--- config.mk ---
export PLATFORM = sky130hd
export DESIGN_NAME = skid_buffer
export DESIGN_NICKNAME = d
export VERILOG_FILES = /design/src/verilog/skid_buffer.sv
export SDC_FILE = /design/constraint.sdc
export NUM_CORES = 1
export LEC_CHECK = 0
export BUFFER_PORTS_ARGS = -buffer_cell sky130_fd_sc_hd__buf_2
export CORE_MARGIN = 3
export CORE_UTILIZATION = 31
export CTS_CLUSTER_DIAMETER = 50
export DETAILED_ROUTE_END_ITERATION = 10
export GPL_TIMING_DRIVEN = 0
export HOLD_SLACK_MARGIN = 0.15
export PLACE_DENSITY = 0.54
export SETUP_SLACK_MARGIN = 0.5
export SLEW_MARGIN = 30
export SYNTH_ARGS = -nofsm -noshare
export SYNTH_HDL_FRONTEND = slang
export SYNTH_SLANG_ARGS = --single-unit
export TNS_END_PERCENT = 50
--- constraint.sdc ---
create_clock -name clock -period 2.01 [get_ports clock]
set_clock_uncertainty 0.05 [all_clocks]
set_input_delay 0.1005 -clock clock [delete_from_list [all_inputs] [get_ports clock]]
set_output_delay 0.1005 -clock clock [all_outputs]
set_load 0.05 [all_outputs]
--- src/verilog/skid_buffer.sv ---
`timescale 1ns/1ns
module skid_buffer #(
    parameter int WIDTH = 18
) (
    input  wire logic             clock,
    input  wire logic             srst,
    input  wire logic             in_valid,
    output logic                  in_ready,
    input  wire logic [WIDTH-1:0] in_data,
    output logic                  out_valid,
    input  wire logic             out_ready,
    output logic      [WIDTH-1:0] out_data
);
    // Two-entry buffer: head feeds the output, spare catches one word on stall.
    logic [WIDTH-1:0] head_q;
    logic [WIDTH-1:0] head_d;
    logic [WIDTH-1:0] spare_q;
    logic [WIDTH-1:0] spare_d;
    logic [1:0]       count_q;
    logic [1:0]       count_d;
    logic             push;
    logic             pop;

    always_comb
    begin
        push    = in_valid && (count_q != 2'h2);
        pop     = (count_q != 2'h0) && out_ready;
        head_d  = head_q;
        spare_d = spare_q;
        count_d = count_q;
        if (pop && count_q == 2'h2)
        begin
            head_d = spare_q;
        end
        if (push)
        begin
            if (count_q == 2'h0 || (pop && count_q == 2'h1))
            begin
                head_d = in_data;
            end
            else if (pop && count_q == 2'h2)
            begin
                spare_d = in_data;
            end
            else
            begin
                spare_d = in_data;
            end
        end
        count_d = count_q + {1'b0, push} - {1'b0, pop};
    end

    always_ff @(posedge clock)
    begin
        if (srst)
        begin
            head_q  <= '0;
            spare_q <= '0;
            count_q <= 2'h0;
        end
        else
        begin
            head_q  <= head_d;
            spare_q <= spare_d;
            count_q <= count_d;
        end
    end

    assign in_ready  = (count_q != 2'h2);
    assign out_valid = (count_q != 2'h0);
    assign out_data  = head_q;
endmodule : skid_buffer

==> results of run 1 <==
## synth_stat cells
cell      instances
ha_1              1
a21bo_2           1
buf_4             3
clkbuf_1          6
clkinv_1          1
a21oi_2          10
nand2_1           1
nand3b_1          2
buf_12            1
or2_2             1
nand2b_1          3
inv_1             1
nand3_1          18
dfxtp_1          38
buf_1             1
buf_6             2
o31ai_1          18
nor2b_1           4
nor2_1            2
a21oi_1          27
mux2_2            1
a32oi_1           1
and2_1            1
clkbuf_2          1
buf_2             4
mux2i_1          18
or2_1             1
o21ai_0          18
## flip-flops by register name (all words and copies together), names as in the netlist
register	count
out_data	18
count_q	2
spare_q	18
## per-layer routing
| metal | wire length, um | vias to the layer above |
|---|---|---|
| met3 | 187 | 7 |
| met4 | 54 | 0 |
| met2 | 2145 | 36 |
| met5 | 0 | - |
| met1 | 2189 | 739 |
| li1 | - | 816 |
## kinds of logic (layout without fill, tap and decap cells)
kind of cell,count (synthesis),after routing,synth area share (%)
AOI/OAI and AO/OA,75,75,26.91
DFF,38,38,43.87
adders and majority gates,1,1,0.7214
muxes,19,19,11.04
and+or+nand+nor,33,33,10.32
buffers and inverters,20,90,7.142
## path summary, 6_finish.rpt
check	slack [ps]	to	depth (start not counted)	from
worst max register to register	570	count_q[1]$_SDFF_PP0_	6	count_q[1]$_SDFF_PP0_
worst min register to register	430	spare_q[14]$_SDFFE_PP0P_	2	spare_q[14]$_SDFFE_PP0P_
worst min-delay path	170	count_q[1]$_SDFF_PP0_	3	srst
worst max-delay path	570	count_q[1]$_SDFF_PP0_	6	count_q[1]$_SDFF_PP0_
## metrics by stage
step	hold slack, ps	setup slack [ps]	instances
2_1_floorplan	198.2	498.1	186
3_3_place_gp	320.6	474.1	297
3_5_place_dp	326.3	454.4	297
4_1_cts	155.8	504.1	324
5_1_grt	216.5	504.6	326
6_report	169.9	573.2	326
## report_power, final
part | leakage, nW | total [W] | switching [W] | internal [W]
registers | 0.313 | 0.000876 | 0.0000445 | 0.000831
clock network | 0.0482 | 0.000542 | 0.000265 | 0.000277
logic | 0.689 | 0.000714 | 0.000464 | 0.000250
## final cells by class
type | instances | area (um^2)
well taps | 70 | 87.58
flip-flops and latches | 38 | 768.2
clock buffers | 7 | 86.33
clock inverters | 1 | 5.005
repair buffers | 62 | 410.4
plain buffers | 18 | 125.1
fillers | 533 | 2915
multi-input cells | 128 | 864.6
inverters | 2 | 7.507
## worst max-delay path, delay by kind of cell, from the launching register on
kind            cells  cell delay (ps)
simple gates        3              440
flops               1              370
fa+ha+maj           1              170
compound gates      1               50
mux                 1              250
## what timing repair did
action | in CTS | in global routing
buffers inserted | 0 | 2
hold buffers | 19 | 0
pin swaps | 0 | 1
cloned | 0 | 0
hold endpoints to repair | 37 | 0
resized for setup | 2 | 9
setup endpoints to repair | 10 | 21
==> metrics.txt, run 1 <==
Routed WL 4.576 mm; post-DP HPWL 2.986 mm; die area 6528 um^2; WP data required 2130 ps; Mapped Cells 186; first-pass GRT wire length 7.665 mm; Final Hold Fails 0; drt pass-1 iters 4; IO buf count 41; setup TNS 0 ps; met1 usage 21.26%; CTS H-tree depth 2; critical path peak fanout 7; DR WL/cell 14.04 um; Inserted Clock Buffers 5; DR DRC count 0; critical-path cell list or2_4 > nor2_2 > a21oi_1 > ha_2 > nor2b_1 > mux2_2; vias in the first global route 1,550; synth warn 0; Lkg Pwr 1.050 nW; Setup violations, final 0; Peak supply drop 297.3 uV; routed vias 1,598; P&R area growth vs syn 35.79%; Die H 80.80 um; dpl cell area 2039 um^2; CP peak stage delay 370 ps; Syn Nets 209; CTS clk-pin slew, worst paths 70 ps; Ant. Diodes 0; largest buffer count on any clock path 2; All-Layer GR Usage 15.17%; Syn Std Cell Area 1734 um^2; row cnt 26; Die Width 80.80 um; Slowest-stage cell, CP dfxtp_4; gr ovfl total 0; post-synthesis register bit count 38; final instance area 2355 um^2; # IOs 42; nets 278; fin crit share 71.48%; Avg Inst Size Synth 9.323 um^2; Clock Latency Late Sink 280 ps; CTS tree done; status completed; share of cells above drive strength 1 32.42%; total power 0.002131 W; share of the synthesized area in the top cell type 43.87%; Power Density 905.0 nW/um^2; routing usage on met2 24.34%; CORE AREA 5270 um^2; Hold Path Class input port to flip-flop; clk sink count 38; CTS root buffer clkbuf_8; Crit. End Element flip-flop; RSZ-0062 raised after global routing true; Yosys cell types 28; most frequent cells in the layout buf_2 (46), dfxtp_1 (36), a21oi_1 (27); Setup CP Type flip-flop to flip-flop; Setup crit start kind flip-flop; GPL Wtd Cong 0.7454; area leader, netlist dfxtp_1; remaining antenna violation count 0; initial antenna violation count 0; largest net degree at the start of global routing 12; Area contributors post-synth dfxtp_1 (44%), mux2i_1 (10%), a21oi_1 (7.8%); max-cap violations 0; worst slew pin tran 504.5 ps; fin crit period 1437 ps; Core Util, Final 44.68%; Vias/cell 4.902; most common cell after layout, fill and taps aside buf_2; crit path DAT 1560 ps; max-slew violation count 0; DRT iter0 DRCs 62; Slew Limit Headroom 66.37%; met3 Use GR 2.328%; Starting Density 32.91%; post-synthesis sequential area ratio 43.87%; Achievable Freq 696.0 MHz; GRT Max-Usage Layer met2
Note: power is estimated with default switching activity, not from simulation.
==> inputs of run 2 (changes only) <==
ABC_AREA = 1   (was unset)
PLACE_DENSITY = 0.55   (was 0.54)
clock period = 1.3 ns   (was 2.01 ns; I/O delays follow)
==> run 2 against run 1 <==
Against the previous run: the run now ends with setup timing left; hold slack got worse by 120 ps; area after synthesis increased by 12%; largest power group is now combinational logic; via count up 30%; final area grew 27%; clock power rose by 62%; global-route usage is 1.4 points higher; sequential share of layout area decreased by 6.3 points; utilization grew 5.1 points; total power rose to 3.3 times the previous value.
==> metrics.txt, run 2 <==
status finished with violations; failing checks setup timing; Crit. End Element flip-flop; final instance area 2980 um^2 (+27%); GPL Wtd Cong 0.7685 (+3.1%); # IOs 42 (unchanged); CTS H-tree depth 2 (unchanged); Routed WL 6.014 mm (+31%); R2R setup slack -220 ps (-800 ps); worst hold endpoint spare_q[0]$_SDFFE_PP0P_; largest buffer count on any clock path 2 (unchanged); Filler Cell Count 617 (+16%); Final Hold Fails 0 (unchanged); synth cell count leaders nand2_1 (77), nor2_1 (76), dfxtp_1 (38); Hold Path Stages 5 (+2); Vias/cell 4.680 (-4.5%); share of cells above drive strength 1 39.57% (+7.1 points); R2R Path End count_q[1]$_SDFF_PP0_; Yosys cell types 21 (-25%); CP delay by family, top flip-flops; fin crit share 117.2% (+46 points); DR WL/cell 13.55 um (-3.5%); WHS 45.49 ps (-124.4 ps); die area 7280 um^2 (+12%); Synth Area in XOR/XNOR 0.4490% (+0.45 points); Critical path buffers and inverters 3 (+3); All-Layer GR Usage 16.60% (+1.4 points); Avg Inst Size Synth 6.502 um^2 (-30%); synth warn 0 (unchanged); Starting Density 32.56% (-0.35 points); Hold Path Class input port to flip-flop; Slew Limit Headroom 50.90% (-15 points); DRT iter0 DRCs 84 (+35%); mux cell area share after synthesis 0% (-11 points); number of hold buffers added after CTS 1 (-18); Die H 85.33 um (+5.6%); Syn Std Cell Area 1951 um^2 (+12%); critical-path cell list buf_6 > buf_8 > nor2_4 > nor2_4 > xnor2_2 > ha_4 > inv_1 > nand2_1 > nand2_2 > a21oi_1 > nor2_1; Core Util, Final 49.75% (+5.1 points); Clock Latency Late Sink 290 ps (about the same); post-DP HPWL 3.645 mm (+22%); most common cell after layout, fill and taps aside nand2_1; Mapped Cells 300 (+61%); first-pass GRT wire length 9.570 mm (+25%); Peak supply drop 1299 uV (+340%); Lkg Pwr 1.467 nW (+40%); initial antenna violation count 0 (unchanged); Slowest-stage cell, CP dfxtp_2; Syn Nets 323 (+55%); top_reg_cell synth dfxtp_1; remaining antenna violation count 0 (unchanged); Setup violations, final 39 (+39); WP data required 1440 ps (-690 ps); max-slew violation count 0 (unchanged); Setup crit start kind flip-flop; Die Width 85.33 um (+5.6%); vias in the first global route 2,013 (+30%); clk sink count 38 (unchanged); CTS clk-pin slew, worst paths 80 ps (about the same); Hold Path Origin in_data[0]; Area contributors post-synth dfxtp_1 (39%), nand2_1 (15%), nor2_1 (15%); CORE AREA 5991 um^2 (+14%); Levels on crit path 11 (+5); CTS root buffer clkbuf_8; Post-synth ARST share 0% (unchanged); total power 0.007095 W (+230%); gr ovfl total 0 (unchanged); Place WS -347.3 ps (-801.7 ps); R2R Path Start count_q[1]$_SDFF_PP0_; worst reg2reg path depth 11 (+5); most frequent CP cell nor2_4; fin crit period 1524 ps (+87.00 ps); nets 391 (+41%); CTS tree done; adder-cell share of the synthesized area 0.6414% (-0.080 points); setup ws final -223.8 ps (-797.0 ps); Achievable Freq 656.2 MHz (-5.7%); Synth Area in Simple Gates 48.62% (+38 points); RSZ-0062 raised after global routing true; Power Density 2381 nW/um^2 (+160%); most frequent cells in the layout nand2_1 (74), nor2_1 (59), buf_2 (26), nand3_1 (26), dfxtp_1 (22); count leader, synth nand2_1; Ant. Diodes 0 (unchanged); largest family of logic cells by synthesized area simple AND/OR/NAND/NOR gates; IO buf count 40 (-2.4%); Setup CP Type flip-flop to flip-flop; DR DRC count 0 (unchanged); post-synthesis register bit count 38 (unchanged); post-synthesis compound-gate area fraction 1.219% (-26 points); P&R area growth vs syn 52.79%; share of the synthesized area in the top cell type 39.00% (-4.9 points); Inserted Clock Buffers 5 (unchanged); post-synthesis sequential area ratio 39.00% (-4.9 points); routed vias 2,078 (+30%); critical path peak fanout 6 (-1); number of enable flip-flop cells after synthesis 0 (unchanged); drt pass-1 iters 4 (unchanged); row cnt 28 (+7.7%); crit path DAT 1660 ps (+100 ps); dpl cell area 2263 um^2 (+11%); worst slew pin tran 736.5 ps (+231.9 ps); area leader, netlist dfxtp_1; max-cap violations 0 (unchanged); largest net degree at the start of global routing 12 (unchanged); CP peak stage delay 320 ps (-50 ps)
==> run 2: logic make-up (layout without fill, tap and decap cells) <==
kind of cell             count (synthesis)  after routing
AO/OA/AOI/OAI                            2              2
XOR/XNOR                                 1              1
adder cells (fa/ha/maj)                  1              1
buffers and inverters                   43            112
flip-flops                              38             38
AND/OR/NAND/NOR                        215            215
==> run 2: worst max path at each step <==
stage                                from                     to  slack (ps)
CTS                 count_q[1]$_SDFF_PP0_  count_q[1]$_SDFF_PP0_        -190
detailed placement  count_q[1]$_SDFF_PP0_  count_q[1]$_SDFF_PP0_        -350
finish              count_q[1]$_SDFF_PP0_  count_q[1]$_SDFF_PP0_        -220
global placement    count_q[1]$_SDFF_PP0_  count_q[1]$_SDFF_PP0_        -330
floorplan           count_q[1]$_SDFF_PP0_  count_q[1]$_SDFF_PP0_        -230
global route        count_q[1]$_SDFF_PP0_  count_q[1]$_SDFF_PP0_        -300
==> run 2: layout make-up <==
| type | instances | area, um^2 | share of cell area, % |
|---|---|---|---|
| plain buffers | 18 | 157.7 | 5.290 |
| repair buffers | 61 | 566.8 | 19.02 |
| flip-flops and latches | 38 | 783.3 | 26.28 |
| well taps | 75 | 93.84 | 3.149 |
| clock inverters | 1 | 5.005 | 0.1679 |
| inverters | 25 | 103.9 | 3.484 |
| clock buffers | 7 | 86.33 | 2.897 |
| multi-input cells | 219 | 1184 | 39.71 |
==> run 2: through the flow <==
step	std cells	TNS [ps]
after detailed placement	415	-4270
after global routing	444	-6241
after global placement	415	-4398
final	444	-3936
after CTS	440	-1416
after floorplan	300	-2178
==> run 2: power by group <==
group,total [W],switching [W],internal (W)
logic,0.00437,0.00252,0.00184
registers,0.00185,0.000296,0.00156
clock network,0.000876,0.000447,0.000429
==> run 2: per-layer routing <==
metal / track usage (%) / up-vias / part of all wire [%]
li1: - / 1079 / -
met1: 21.45 / 944 / 47
met2: 28.32 / 47 / 48
met3: 2.913 / 8 / 3.9
met4: 4.604 / 0 / 1.1
met5: 0 / - / 0
==> run 2: worst reg2reg max path, stage by stage, from the launching register on <==
cell and delay [ps]:
dfxtp_2 320, buf_6 130, buf_8 120, nor2_4 100, nor2_4 50, xnor2_2 170
ha_4 160, inv_1 30, nand2_1 60, nand2_2 50, a21oi_1 120, nor2_1 60
==> run 2: repair_timing <==
| item | 4_1_cts | 5_1_grt |
|---|---|---|
| gates resized for setup | 97 | 44 |
| setup buffers | 14 | 3 |
| cloned | 2 | 1 |
| pin swaps | 14 | 32 |
| endpoints found under the setup margin | 58 | 58 |
| endpoints found under the hold margin | 37 | 30 |
==> inputs of run 3 (changes only) <==
PLACE_DENSITY = unset   (was 0.55)
TNS_END_PERCENT = 30   (was 50)
==> run 3 against run 2 <==
Against the previous run: the flow still finishes with violations (setup timing); sequential power shrank 4%; wire length is 8.5% lower; sequential share of layout area rose by 0.70 points; global-route usage shrank 0.74 points; clock power fell by 1%; largest cell class unchanged.
==> metrics.txt, run 3 (synthesis results as in run 2) <==
R2R Path Start count_q[1]$_SDFF_PP0_; worst hold endpoint spare_q[3]$_SDFFE_PP0P_; fin cells 443 (-0.23%); worst slew pin tran 425.7 ps (-310.7 ps); critical path peak fanout 4 (-2); fin crit period 1552 ps (+28.29 ps); Achievable Freq 644.3 MHz (-1.8%); CORE AREA 5991 um^2 (unchanged); most frequent cells in the layout nand2_1 (74), nor2_1 (67), dfxtp_1 (35); Final Hold Fails 0 (unchanged); GRT Max-Usage Layer met2; GPL Wtd Cong 0.7907 (+2.9%); first-pass GRT wire length 9.218 mm (-3.7%); Hold Path Stages 5 (unchanged); Starting Density 32.56% (unchanged); IO buf count 40 (unchanged); Vias/cell 4.648 (-0.69%); RSZ-0062 raised after global routing true; WHS 50.31 ps (+4.817 ps); Die H 85.33 um (unchanged); sequential power share 25.9% (-0.2 points); setup ws final -252.1 ps (-28.29 ps); most common cell after layout, fill and taps aside nand2_1; routed vias 2,059 (-0.91%); CTS root buffer clkbuf_8; Lkg Pwr 1.410 nW (-3.9%); routing usage on met2 26.34% (-2.0 points); largest net degree at the start of global routing 12 (unchanged); row cnt 28 (unchanged); clk sink count 38 (unchanged); CTS H-tree depth 2 (unchanged); part of the power in the clock network 12.6% (+0.2 points); Comb pwr share 61.5% (about the same); met3 Use GR 3.495% (+0.58 points); remaining antenna violation count 0 (unchanged); Net Sw Frac 45.84% (-0.20 points); Peak supply drop 1808 uV (+39%); Internal 0.003722 W (-2.8%); Crit. End Element flip-flop; R2R Path End count_q[1]$_SDFF_PP0_; worst reg2reg path depth 11 (unchanged); post-DP HPWL 3.630 mm (-0.41%); Setup crit start kind flip-flop; Ant. Diodes 0 (unchanged); max-cap violations 0 (unchanged); met1 usage 20.19% (-1.3 points); DR DRC count 0 (unchanged); DRT iter0 DRCs 108 (+29%); Routed WL 5.505 mm (-8.5%); Slew Limit Headroom 71.62% (+21 points); CTS clk-pin slew, worst paths 80 ps (about the same); DR WL/cell 12.43 um (-8.3%); total power 0.006872 W (-3.1%); P&R area growth vs syn 45.73%; setup TNS -6148 ps (-2212 ps); # IOs 42 (unchanged); Hold Path Class input port to flip-flop; WP data required 1440 ps (about the same); All-Layer GR Usage 15.86% (-0.74 points); Power Density 2417 nW/um^2 (+1.5%); fin crit share 119.4% (+2.2 points); R2R setup slack -250 ps (-30 ps); failing checks setup timing; CTS tree done; crit path DAT 1690 ps (+30 ps); max-slew violation count 0 (unchanged); Die Width 85.33 um (unchanged); nets 390 (-0.26%); Clock Latency Late Sink 290 ps (about the same); share of cells above drive strength 1 31.79% (-7.8 points); die area 7280 um^2 (unchanged); Setup CP Type flip-flop to flip-flop; gr ovfl total 0 (unchanged); status finished with violations; placed cell count 415 (unchanged); Setup violations, final 39 (unchanged); drt pass-1 iters 4 (unchanged); largest buffer count on any clock path 2 (unchanged); Hold Path Origin in_data[3]; number of hold buffers added after CTS 1 (unchanged); Inserted Clock Buffers 5 (unchanged); switching pwr 0.003150 W (-3.6%); vias in the first global route 2,022 (+0.45%); initial antenna violation count 0 (unchanged)
-- run 3: changes by cell type in the layout (fill, tap and decap cells not counted), moves of 7 or more --
| cell | before | now |
|---|---|---|
| buf_8 | 20 | 2 |
| nand3_1 | 26 | 34 |
| dfxtp_2 | 15 | 2 |
| nand3_2 | 11 | 3 |
| dfxtp_1 | 22 | 35 |
| nor2_2 | 12 | 5 |
| nor2_1 | 59 | 67 |
| buf_6 | 10 | 32 |
-- run 3: metrics by stage --
| step | util, % | setup slack [ps] | area [um^2] |
|---|---|---|---|
| floorplan | - | -226.1 | 1969 |
| global placement | 37.78 | -335.9 | 2263 |
| detailed placement | 37.78 | -366.0 | 2263 |
| CTS | 44.30 | -209.3 | 2654 |
| global route | 47.45 | -350.4 | 2843 |
| finish | 47.45 | -252.1 | 2843 |
-- run 3: what timing repair did --
action                     in CTS  in global routing
gates resized for setup        61                 41
buffers inserted               10                  6
setup endpoints to repair      58                 58
pin swaps                       7                 13
gates cloned                    1                  2
hold endpoints to repair       37                 28
-- run 3: area by class of cell --
class	count	area [um^2]
clock inverters	1	5.005
fillers	617	3148
repair buffers	60	516.7
clock buffers	7	86.33
plain buffers	18	146.4
inverters	25	106.4
well taps	75	93.84
flip-flops and latches	38	767.0
multi-input cells	219	1121
-- run 3: how the worst max path moves through the flow --
stage | start | endpoint | depth (start not counted)
2_1_floorplan | count_q[1]$_SDFF_PP0_ | count_q[1]$_SDFF_PP0_ | 12
3_3_place_gp | count_q[1]$_SDFF_PP0_ | count_q[1]$_SDFF_PP0_ | 12
3_5_place_dp | count_q[1]$_SDFF_PP0_ | count_q[1]$_SDFF_PP0_ | 12
4_1_cts | count_q[1]$_SDFF_PP0_ | count_q[1]$_SDFF_PP0_ | 12
5_1_grt | count_q[1]$_SDFF_PP0_ | count_q[1]$_SDFF_PP0_ | 12
6_report | count_q[1]$_SDFF_PP0_ | count_q[1]$_SDFF_PP0_ | 11
-- run 3: routing by layer --
layer | vias to the layer above | share of wire, %
met1 | 929 | 47
met2 | 45 | 48
met4 | 0 | 1.0
met3 | 6 | 4.8
met5 | - | 0
li1 | 1079 | -
-- run 3: power groups by stage --
stage	combinational, W	sequential [W]	clock, W
after detailed placement	0.00297	0.00173	0
after CTS	0.00366	0.00176	0.000891
after global placement	0.00295	0.00172	0
after global routing	0.00459	0.00182	0.000943
final	0.00422	0.00178	0.000867
after floorplan	0.00178	0.00228	0
-- run 3: critical path, cell delays in order, from the launching register on --
cell     delay [ps]
dfxtp_2         320
buf_6           120
buf_8           120
nor2_4          110
nor2_4           60
xnor2_2         160
ha_2            200
nand2_1          60
nand2_2          90
nand3_2          70
nand2_1          60
nor2_1           40
